`src/hw/surf_desc_pkg.sv`:
```
// constants shared by the surface descriptor decoder and its row clamp
// assumes descriptor words arrive already fetched from memory, one word per port
package surf_desc_pkg;

	////////////////////////////////////////////////////////////////////////////////
	// descriptor word 0 field positions
	localparam int VSTRIDE_BIT = 12;
	localparam int VSTRIDE_OFS_BIT = 11;
	localparam int LAYOUT_BIT = 10;
	localparam int RC_MODE_BIT = 8;
	localparam int BND_HI = 7;
	localparam int BND_LO = 6;
	localparam int CUBE_HI = 5;
	localparam int CUBE_LO = 0;
	localparam int CUBE_FACES = 6;

	// descriptor word 2 field positions
	localparam int HEIGHT_HI = 31;
	localparam int HEIGHT_LO = 19;
	localparam int WIDTH_HI = 18;
	localparam int WIDTH_LO = 6;
	localparam int MIP_HI = 5;
	localparam int MIP_LO = 2;

	// descriptor word 3 field positions
	localparam int DEPTH_HI = 31;
	localparam int DEPTH_LO = 21;
	localparam int TILED_BIT = 1;

	// buffer entry count split: low, middle and high slices
	localparam int BUF_W_BITS = 7;
	localparam int BUF_D_BITS = 7;

	////////////////////////////////////////////////////////////////////////////////
	// reset values
	localparam logic [31:0] DW_RESET = 32'h0000_0000;
	localparam logic [14:0] ROW_RESET = 15'h0000;

	// surface kinds
	localparam logic [2:0] one_dim_surface_kind = 3'h0;
	localparam logic [2:0] two_dim_surface_kind = 3'h1;
	localparam logic [2:0] volume_surface_kind = 3'h2;
	localparam logic [2:0] six_face_surface_kind = 3'h3;
	localparam logic [2:0] linear_array_surface_kind = 3'h4;

	// mip layout codes
	localparam logic mip_stack_downward = 1'h0;
	localparam logic mip_stack_sideways = 1'h1;

	// media boundary codes
	localparam logic [1:0] boundary_nearest_rows = 2'h0;
	localparam logic [1:0] boundary_reserved = 2'h1;
	localparam logic [1:0] boundary_whole_picture_rows = 2'h2;
	localparam logic [1:0] boundary_parity_preserving_rows = 2'h3;

	// mip count code to level count
	localparam logic [3:0] LOD_ONE = 4'h1;

	// descriptor life cycle
	typedef enum logic [1:0] {ST_EMPTY, ST_DECODE, ST_READY} desc_state_e;

endpackage : surf_desc_pkg

```
`src/hw/surface_descriptor_decode.sv`:
```
// surface descriptor latch and field decoder for the engine units
// assumes descriptor words are delivered by the fetch logic on the same clock
module surface_descriptor_decode
	import surf_desc_pkg::*;
(
	// clock, reset and enable
	input wire logic sys_clk,
	input wire logic rst,
	input wire logic ce,
	// fetched descriptor
	input wire logic desc_load,
	input wire logic [2:0] desc_kind,
	input wire logic desc_media,
	input wire logic [31:0] desc_dw0,
	input wire logic [31:0] desc_dw1,
	input wire logic [31:0] desc_dw2,
	input wire logic [31:0] desc_dw3,
	input wire logic [31:0] org_dx_bytes,
	input wire logic [31:0] org_dy_bytes,
	// media block read row request
	input wire logic mrow_req,
	input wire logic signed [15:0] mrow_row,
	// decoded descriptor
	output logic desc_ready,
	output logic [2:0] kind_out,
	output logic mip_level1_sideways,
	output logic rc_alloc_read_write,
	output logic [5:0] face_border,
	output logic [31:0] base_addr,
	output logic [31:0] origin_addr,
	output logic [12:0] width_m1,
	output logic [12:0] height_m1,
	output logic [10:0] depth_m1,
	output logic [26:0] buf_entries_m1,
	output logic height_is_field,
	output logic width_in_dwords,
	output logic [3:0] mip_levels,
	output logic [3:0] rt_lod,
	// media row answer
	output logic mrow_valid,
	output logic [14:0] mrow_phys
);
	////////////////////////////////////////////////////////////////////////////////
	// latch stage
	desc_state_e state_reg, state_next;
	logic [31:0] dw0_reg, dw0_next;
	logic [31:0] dw1_reg, dw1_next;
	logic [31:0] dw2_reg, dw2_next;
	logic [31:0] dw3_reg, dw3_next;
	logic [31:0] dx_reg, dx_next;
	logic [31:0] dy_reg, dy_next;
	logic [2:0] kind_reg, kind_next;
	logic media_reg, media_next;
	// capture a descriptor, then decode it once before any use
	always_comb begin
		state_next = state_reg;
		dw0_next = dw0_reg;
		dw1_next = dw1_reg;
		dw2_next = dw2_reg;
		dw3_next = dw3_reg;
		dx_next = dx_reg;
		dy_next = dy_reg;
		kind_next = kind_reg;
		media_next = media_reg;
		if (desc_load) begin
			state_next = ST_DECODE;
			dw0_next = desc_dw0;
			dw1_next = desc_dw1;
			dw2_next = desc_dw2;
			dw3_next = desc_dw3;
			dx_next = org_dx_bytes;
			dy_next = org_dy_bytes;
			kind_next = desc_kind;
			media_next = desc_media;
		end else begin
			case (state_reg)
				ST_EMPTY: state_next = ST_EMPTY;
				ST_DECODE: state_next = ST_READY;
				ST_READY: state_next = ST_READY;
				default: state_next = ST_EMPTY;
			endcase
		end
	end
	// register the latch stage
	always_ff @(posedge sys_clk) begin
		if (rst) begin
			state_reg <= ST_EMPTY;
			dw0_reg <= DW_RESET;
			dw1_reg <= DW_RESET;
			dw2_reg <= DW_RESET;
			dw3_reg <= DW_RESET;
			dx_reg <= DW_RESET;
			dy_reg <= DW_RESET;
			kind_reg <= one_dim_surface_kind;
			media_reg <= 1'h0;
		end else if (ce) begin
			state_reg <= state_next;
			dw0_reg <= dw0_next;
			dw1_reg <= dw1_next;
			dw2_reg <= dw2_next;
			dw3_reg <= dw3_next;
			dx_reg <= dx_next;
			dy_reg <= dy_next;
			kind_reg <= kind_next;
			media_reg <= media_next;
		end
	end

	////////////////////////////////////////////////////////////////////////////////
	// fields of the latched descriptor
	logic f_vstride, f_vofs, f_layout, f_rc, f_tiled;
	logic [1:0] f_bnd;
	logic [5:0] f_cube;
	logic [12:0] f_height, f_width;
	logic [3:0] f_mip;
	logic [10:0] f_depth;
	logic is_cube, is_flat, is_buffer;
	logic [5:0] face_off;
	// slice the words
	assign f_vstride = dw0_reg[VSTRIDE_BIT];
	assign f_vofs = dw0_reg[VSTRIDE_OFS_BIT];
	assign f_layout = dw0_reg[LAYOUT_BIT];
	assign f_rc = dw0_reg[RC_MODE_BIT];
	assign f_bnd = dw0_reg[BND_HI:BND_LO];
	assign f_cube = dw0_reg[CUBE_HI:CUBE_LO];
	assign f_height = dw2_reg[HEIGHT_HI:HEIGHT_LO];
	assign f_width = dw2_reg[WIDTH_HI:WIDTH_LO];
	assign f_mip = dw2_reg[MIP_HI:MIP_LO];
	assign f_depth = dw3_reg[DEPTH_HI:DEPTH_LO];
	assign f_tiled = dw3_reg[TILED_BIT];
	// surface kind tests
	assign is_cube = (kind_reg == six_face_surface_kind);
	assign is_flat = (kind_reg == one_dim_surface_kind) || (kind_reg == two_dim_surface_kind);
	assign is_buffer = (kind_reg == linear_array_surface_kind);
	// one border flag per face, only cube surfaces look at the mask
	for (genvar i = 0; i < CUBE_FACES; i++) begin : g_face
		assign face_off[i] = is_cube & ~f_cube[i];
	end

	////////////////////////////////////////////////////////////////////////////////
	// decode stage
	logic [2:0] kind_out_reg, kind_out_next;
	logic sideways_reg, sideways_next;
	logic rc_rw_reg, rc_rw_next;
	logic [5:0] face_reg, face_next;
	logic [31:0] base_reg, base_next;
	logic [31:0] origin_reg, origin_next;
	logic [12:0] width_reg, width_next;
	logic [12:0] height_reg, height_next;
	logic [10:0] depth_reg, depth_next;
	logic [26:0] bufn_reg, bufn_next;
	logic hfield_reg, hfield_next;
	logic wdw_reg, wdw_next;
	logic [3:0] levels_reg, levels_next;
	logic [3:0] lod_reg, lod_next;
	// recompute the outputs while a fresh descriptor is decoded
	always_comb begin
		kind_out_next = kind_out_reg;
		sideways_next = sideways_reg;
		rc_rw_next = rc_rw_reg;
		face_next = face_reg;
		base_next = base_reg;
		origin_next = origin_reg;
		width_next = width_reg;
		height_next = height_reg;
		depth_next = depth_reg;
		bufn_next = bufn_reg;
		hfield_next = hfield_reg;
		wdw_next = wdw_reg;
		levels_next = levels_reg;
		lod_next = lod_reg;
		if (state_reg == ST_DECODE) begin
			kind_out_next = kind_reg;
			sideways_next = is_flat && (f_layout == mip_stack_sideways);
			rc_rw_next = f_rc;
			face_next = face_off;
			base_next = dw1_reg;
			origin_next = f_tiled ? dw1_reg + dx_reg + dy_reg : dw1_reg;
			width_next = f_width;
			height_next = f_height;
			depth_next = f_depth;
			bufn_next = is_buffer ? {f_depth[BUF_D_BITS-1:0], f_height, f_width[BUF_W_BITS-1:0]} : 27'h0;
			hfield_next = f_vstride;
			wdw_next = media_reg;
			levels_next = f_mip + LOD_ONE;
			lod_next = f_mip;
		end
	end
	// register the decode stage
	always_ff @(posedge sys_clk) begin
		if (rst) begin
			kind_out_reg <= one_dim_surface_kind;
			sideways_reg <= mip_stack_downward;
			rc_rw_reg <= 1'h0;
			face_reg <= 6'h00;
			base_reg <= DW_RESET;
			origin_reg <= DW_RESET;
			width_reg <= 13'h0000;
			height_reg <= 13'h0000;
			depth_reg <= 11'h000;
			bufn_reg <= 27'h0;
			hfield_reg <= 1'h0;
			wdw_reg <= 1'h0;
			levels_reg <= LOD_ONE;
			lod_reg <= 4'h0;
		end else if (ce) begin
			kind_out_reg <= kind_out_next;
			sideways_reg <= sideways_next;
			rc_rw_reg <= rc_rw_next;
			face_reg <= face_next;
			base_reg <= base_next;
			origin_reg <= origin_next;
			width_reg <= width_next;
			height_reg <= height_next;
			depth_reg <= depth_next;
			bufn_reg <= bufn_next;
			hfield_reg <= hfield_next;
			wdw_reg <= wdw_next;
			levels_reg <= levels_next;
			lod_reg <= lod_next;
		end
	end

	////////////////////////////////////////////////////////////////////////////////
	// media row stage
	logic [14:0] clamp_row;
	logic take_row;
	logic mrow_valid_reg, mrow_valid_next;
	logic [14:0] mrow_phys_reg, mrow_phys_next;
	// boundary handling of one requested row
	media_row_clamp u_clamp (.mode(f_bnd), .field_mode(f_vstride), .field_odd(f_vofs), .height_m1(f_height),
		.row_req(mrow_row), .row_phys(clamp_row));
	// rows are served only from a decoded descriptor
	assign take_row = mrow_req && (state_reg == ST_READY);
	// answer one cycle after a taken request
	always_comb begin
		mrow_valid_next = take_row;
		mrow_phys_next = take_row ? clamp_row : mrow_phys_reg;
	end
	// register the row answer
	always_ff @(posedge sys_clk) begin
		if (rst) begin
			mrow_valid_reg <= 1'h0;
			mrow_phys_reg <= ROW_RESET;
		end else if (ce) begin
			mrow_valid_reg <= mrow_valid_next;
			mrow_phys_reg <= mrow_phys_next;
		end
	end

	////////////////////////////////////////////////////////////////////////////////
	// outputs
	assign desc_ready = (state_reg == ST_READY);
	assign kind_out = kind_out_reg;
	assign mip_level1_sideways = sideways_reg;
	assign rc_alloc_read_write = rc_rw_reg;
	assign face_border = face_reg;
	assign base_addr = base_reg;
	assign origin_addr = origin_reg;
	assign width_m1 = width_reg;
	assign height_m1 = height_reg;
	assign depth_m1 = depth_reg;
	assign buf_entries_m1 = bufn_reg;
	assign height_is_field = hfield_reg;
	assign width_in_dwords = wdw_reg;
	assign mip_levels = levels_reg;
	assign rt_lod = lod_reg;
	assign mrow_valid = mrow_valid_reg;
	assign mrow_phys = mrow_phys_reg;
endmodule : surface_descriptor_decode

```
`src/hw/media_row_clamp.sv`:
```
// out-of-bounds row selection for media block reads
// assumes height and field setup come from an already latched descriptor
module media_row_clamp
	import surf_desc_pkg::*;
(
	// boundary mode and field setup
	input wire logic [1:0] mode,
	input wire logic field_mode,
	input wire logic field_odd,
	input wire logic [12:0] height_m1,
	// requested row in frame or field units, may be out of bounds
	input wire logic signed [15:0] row_req,
	// physical row of the surface to return
	output logic [14:0] row_phys
);

	////////////////////////////////////////////////////////////////////////////////
	// clamp the row according to the boundary mode
	always_comb begin
		logic signed [17:0] hi;
		logic signed [17:0] r;
		logic signed [17:0] p;
		logic signed [17:0] pmax;
		logic signed [17:0] odd;
		logic signed [17:0] sel;
		hi = $signed({5'h00, height_m1});
		r = {{2{row_req[15]}}, row_req};
		odd = $signed({17'h00000, field_odd});
		p = (r <<< 1) + odd;
		pmax = (hi <<< 1) + 18'sh00001;
		sel = r;
		if (field_mode && mode == boundary_whole_picture_rows) begin
			// whole frame rows, the other field may be returned
			if (p < 18'sh00000)
				sel = 18'sh00000;
			else if (p > pmax)
				sel = pmax;
			else
				sel = p;
		end else if (!field_mode && mode == boundary_parity_preserving_rows) begin
			// frame mode keeps even or odd parity of the row
			if (r < 18'sh00000)
				sel = $signed({17'h00000, r[0]});
			else if (r > hi)
				sel = (r[0] == hi[0] || hi == 18'sh00000) ? hi : hi - 18'sh00001;
			else
				sel = r;
		end else begin
			// nearest row of the current frame or field, reserved code alike
			if (r < 18'sh00000)
				sel = 18'sh00000;
			else if (r > hi)
				sel = hi;
			else
				sel = r;
			// field rows map to one parity only
			if (field_mode)
				sel = (sel <<< 1) + odd;
		end
		row_phys = sel[14:0];
	end

endmodule : media_row_clamp

```
`config.mk`:
```
export PLATFORM = sky130hd
export DESIGN_NAME = surface_descriptor_decode
export DESIGN_NICKNAME = d
export VERILOG_FILES = /design/src/hw/surf_desc_pkg.sv /design/src/hw/surface_descriptor_decode.sv /design/src/hw/media_row_clamp.sv
export SDC_FILE = /design/constraint.sdc
export NUM_CORES = 1
export LEC_CHECK = 0
export ABC_AREA = 1
export BUFFER_PORTS_ARGS = -buffer_cell sky130_fd_sc_hd__buf_2
export CORE_UTILIZATION = 55
export DETAILED_ROUTE_END_ITERATION = 10
export GPL_TIMING_DRIVEN = 0
export PLACE_DENSITY = 0.81
export SLEW_MARGIN = 10
export SYNTH_ARGS = -nofsm -noshare
export SYNTH_HDL_FRONTEND = slang
export SYNTH_SLANG_ARGS = --single-unit
export TNS_END_PERCENT = 10
```
`constraint.sdc`:
```
create_clock -name sys_clk -period 6.2 [get_ports sys_clk]
set_clock_uncertainty 0.05 [all_clocks]
set_input_delay 1.24 -clock sys_clk [delete_from_list [all_inputs] [get_ports sys_clk]]
set_output_delay 1.24 -clock sys_clk [all_outputs]
set_load 0.02 [all_outputs]
```
==> results.md <==
- Clock transition at path regs: 0.06 ns
- Startpoint of the worst hold path: mrow_phys[8]
- Flop-to-flop setup slack: 2.64 ns
- Num CTS Buffers: 35
- Routed WL per cell: about 20 um
- Initial antenna violation count: 4
- Mean number of vias per cell: 5.674
- CTS Hold Bufs: 0
- Share of layout cells above drive strength 1: 16.56%
- Xor/xnor cell area share of the yosys netlist: under 10%
- Post-route setup slack: approximately 2.6 ns
- Resized cells post-CTS: 0
- Final period util: about 57%
- Final period demand of the worst path: 3.555 ns
- Placer Congestion: just over 1
- Global-route wire length before repair: 87.75 mm
- Die Y: 169.8 um
- Area Overhead vs Synth: 21.63%
- DP HPWL: 45.63 mm
- Critical Path AT: between 3 and 4 ns
- Fin. Hold Viols: 0
- Placed cells: ~2,900
- Most common cell after layout, fill and taps aside: nor2_1
- Die area: between 0.02 and 0.03 mm^2
- CTS Sinks: 321
- Worst vdd ir: around 0.30 mV
- Finished Cell Area: between 0.015 and 0.02 mm^2
- Area of the core: roughly 0.028 mm^2
- Final Net Count: roughly 2,900
- Final setup TNS: 0 ns
- WHS Endpoint: mrow_phys[8]
- Max Root-Sink Buffers: 3
- Post-CTS Setup Repair Bufs: 0
- Reg2reg end: origin_addr[31]
- Initial Util: a little under three fifths
- Port bufs: 339
- Syn Inst Count: ~2,200
- Gr ovfl total: 0
- CP max stage delay: 0.62 ns
- Critical Path Sink Type: register
- Slew HR: a little over a quarter
- Initial DRC count: about 1,500
- Slowest stage cell, crit path: o21ai_0
- Leak: 0.008695 uW
- Commonest non-fill, non-tap cells in the layout: nor2_1 (413), nand2_1 (362), buf_2 (346)
- Seq cells post-synth: between 300 and 400
- Chip width: 169.8 um
- Adder-Cell Fraction of Synth Area: under 10%
- Post-placement cell area: roughly 0.018 mm^2
- Syn_nets: around 2,500
- Seq/Total Area, Yosys: between 40% and 50%
- DRC Markers: 0
- Ranking of synthesized cells by area: dfxtp_1 (41%), nor2_1 (10%), nand2_1 (8.8%)
- Worst Max-Slew Pin Slew: about 1.1 ns
- Crit path launch type: register
- Cells on worst reg2reg path: 14
- Max_cap viols: 0
- Boundary Pins: between 300 and 400
- Root buffer cell: clkbuf_16
- Finished Layout Cells: just under 3,000
- CP Buf/Inv Count: 2
- Power per cell area: roughly 280 mW/mm^2
- Avg Synthesized Cell Area: just over 7 um^2
- Clock latency on the worst-skew pair: between 0.5 and 0.6 ns
- R2R Path Start: dw1_reg[1]
- Simple-gate area share of the yosys netlist: between 20% and 30%
- Gr usage total: 40.18%
- Delay-heaviest family, CP: compound AO/OA/AOI/OAI gates
- Critical path peak fanout: 4
- Rows: 61
- DP Worst Slack: between 2 and 3 ns
- Status: complete, no violations
- Crit path cell chain: fa_1 -> ha_1 -> inv_1 -> fa_1 -> inv_1 -> nand2_1 -> o21ai_2 -> a21oi_1 -> o21ai_0 -> nand3b_1 -> nand3b_1 -> nand3_1 -> nand2_1 -> a21oi_1
- CTS tree: done
- Post-Route WL: between 50 and 60 mm
- Synth top area share: 41.48%
- Crit path required time: 6.53 ns
- CP Class: reg -> reg
- Netlist Area Pre-Place: between 0.015 and 0.02 mm^2
- Vias in the first global route: between 15,000 and 20,000
- Antenna viol nets, final: 0
- DRT Pass-1 Iters: 6
- Via Count: ~17,000
- Main combinational cell family by area after synthesis: simple AND/OR/NAND/NOR gates
- Synth warnings: 0
- Largest net degree at the start of global routing: 15
- Multiplexer share of the synthesized area: 0%
- Final Max Tran Viols: 0
- Final setup viols: 0
- # fillers: approximately 2,500
- H-tree depth: 2
- RSZ-0062 raised after global routing: no
- Netlist cell types: 38
- Hold WC Path Type: reg -> reg
- Final Core Density: between 60% and 70%
- Highest clock rate: between 0.2 and 0.3 GHz
- Synth Area in Compound Gates: between 15 and 20%
- Hold-critical path depth: 2
- Most area-hungry cell type in the Yosys netlist: dfxtp_1
==> worst reg2reg max path, cell delays in order (launching register included) <==
cell	delay, ns
dfxtp_1	0.38
fa_1	0.58
ha_1	0.14
inv_1	0.07
fa_1	0.37
inv_1	0.10
nand2_1	0.06
o21ai_2	0.22
a21oi_1	0.22
o21ai_0	0.62
nand3b_1	0.22
nand3b_1	0.13
nand3_1	0.11
nand2_1	0.10
a21oi_1	0.06
==> per-layer routing <==
metal | vias up | global-route usage, % | share of wire [%]
met2 | 863 | 70.14 | 49
met4 | 0 | 16.69 | 3.9
li1 | 7898 | - | -
met5 | - | 0 | 0
met1 | 7933 | 49.59 | 40
met3 | 145 | 5.628 | 7.5
==> synth_stat cells, drive strengths merged <==
cell type and number:
nor2 414, nand2 372, dfxtp 321, o21ai 256, a21oi 252, inv 150, nand3 125, clkbuf 103
ha 48, fa 32, nand4 24, buf 19, xor2 14, nor3 10, o211ai 8, o21bai 6
a21o 5, xnor2 5, clkinv 4, nand3b 3, a21boi 2, a211oi 1, a31oi 1, nand2b 1
nor4 1, o21a 1, o221ai 1, o311ai 1, or2 1
==> where the power goes <==
group	leakage, uW	internal, uW	switching, uW	total [uW]
Combinational	0.00549	289	588	877
Clock	0.000583	1230	895	2130
Sequential	0.00262	2150	78.9	2230
Total	0.00870	3670	1560	5240
==> cells by family (layout without fill, tap and decap cells) <==
kind of cell	Yosys count	in the layout
compound gates	534	534
xor+xnor	19	19
fa+ha+maj	80	80
buf+inv	276	679
flops	321	321
other cells	0	6
simple gates	951	951
==> stage by stage <==
stage	hold WS, ns	power [uW]
after floorplan	0.3801	2806
after detailed placement	0.4022	3121
after global placement	0.3959	3104
after CTS	0.4115	5212
final	0.4113	5235
after global routing	0.4318	5419
==> worst max-delay path by stage <==
stage | depth (start not counted) | start | end
5_1_grt | 14 | dw1_reg[1] | origin_addr[31]
4_1_cts | 14 | dw1_reg[1] | origin_addr[31]
2_1_floorplan | 14 | mrow_row[12] | mrow_phys[11]
3_5_place_dp | 14 | mrow_row[3] | mrow_phys[13]
3_3_place_gp | 13 | mrow_row[0] | mrow_phys[13]
6_report | 14 | dw1_reg[1] | origin_addr[31]
==> cell type report <==
type / count / area, um^2 / share of cell area [%]
Tap cell: 378 / 473.0 / 2.510
Inverter: 154 / 578.1 / 3.067
Sequential cell: 321 / 6426 / 34.10
Antenna cell: 6 / 15.01 / 0.07967
Clock buffer: 46 / 998.5 / 5.298
Buffer: 122 / 474.2 / 2.516
Clock inverter: 18 / 168.9 / 0.8963
Multi-Input combinational cell: 1584 / 8015 / 42.53
Timing Repair Buffer: 339 / 1697 / 9.003
(Power assumes the default switching activity.)
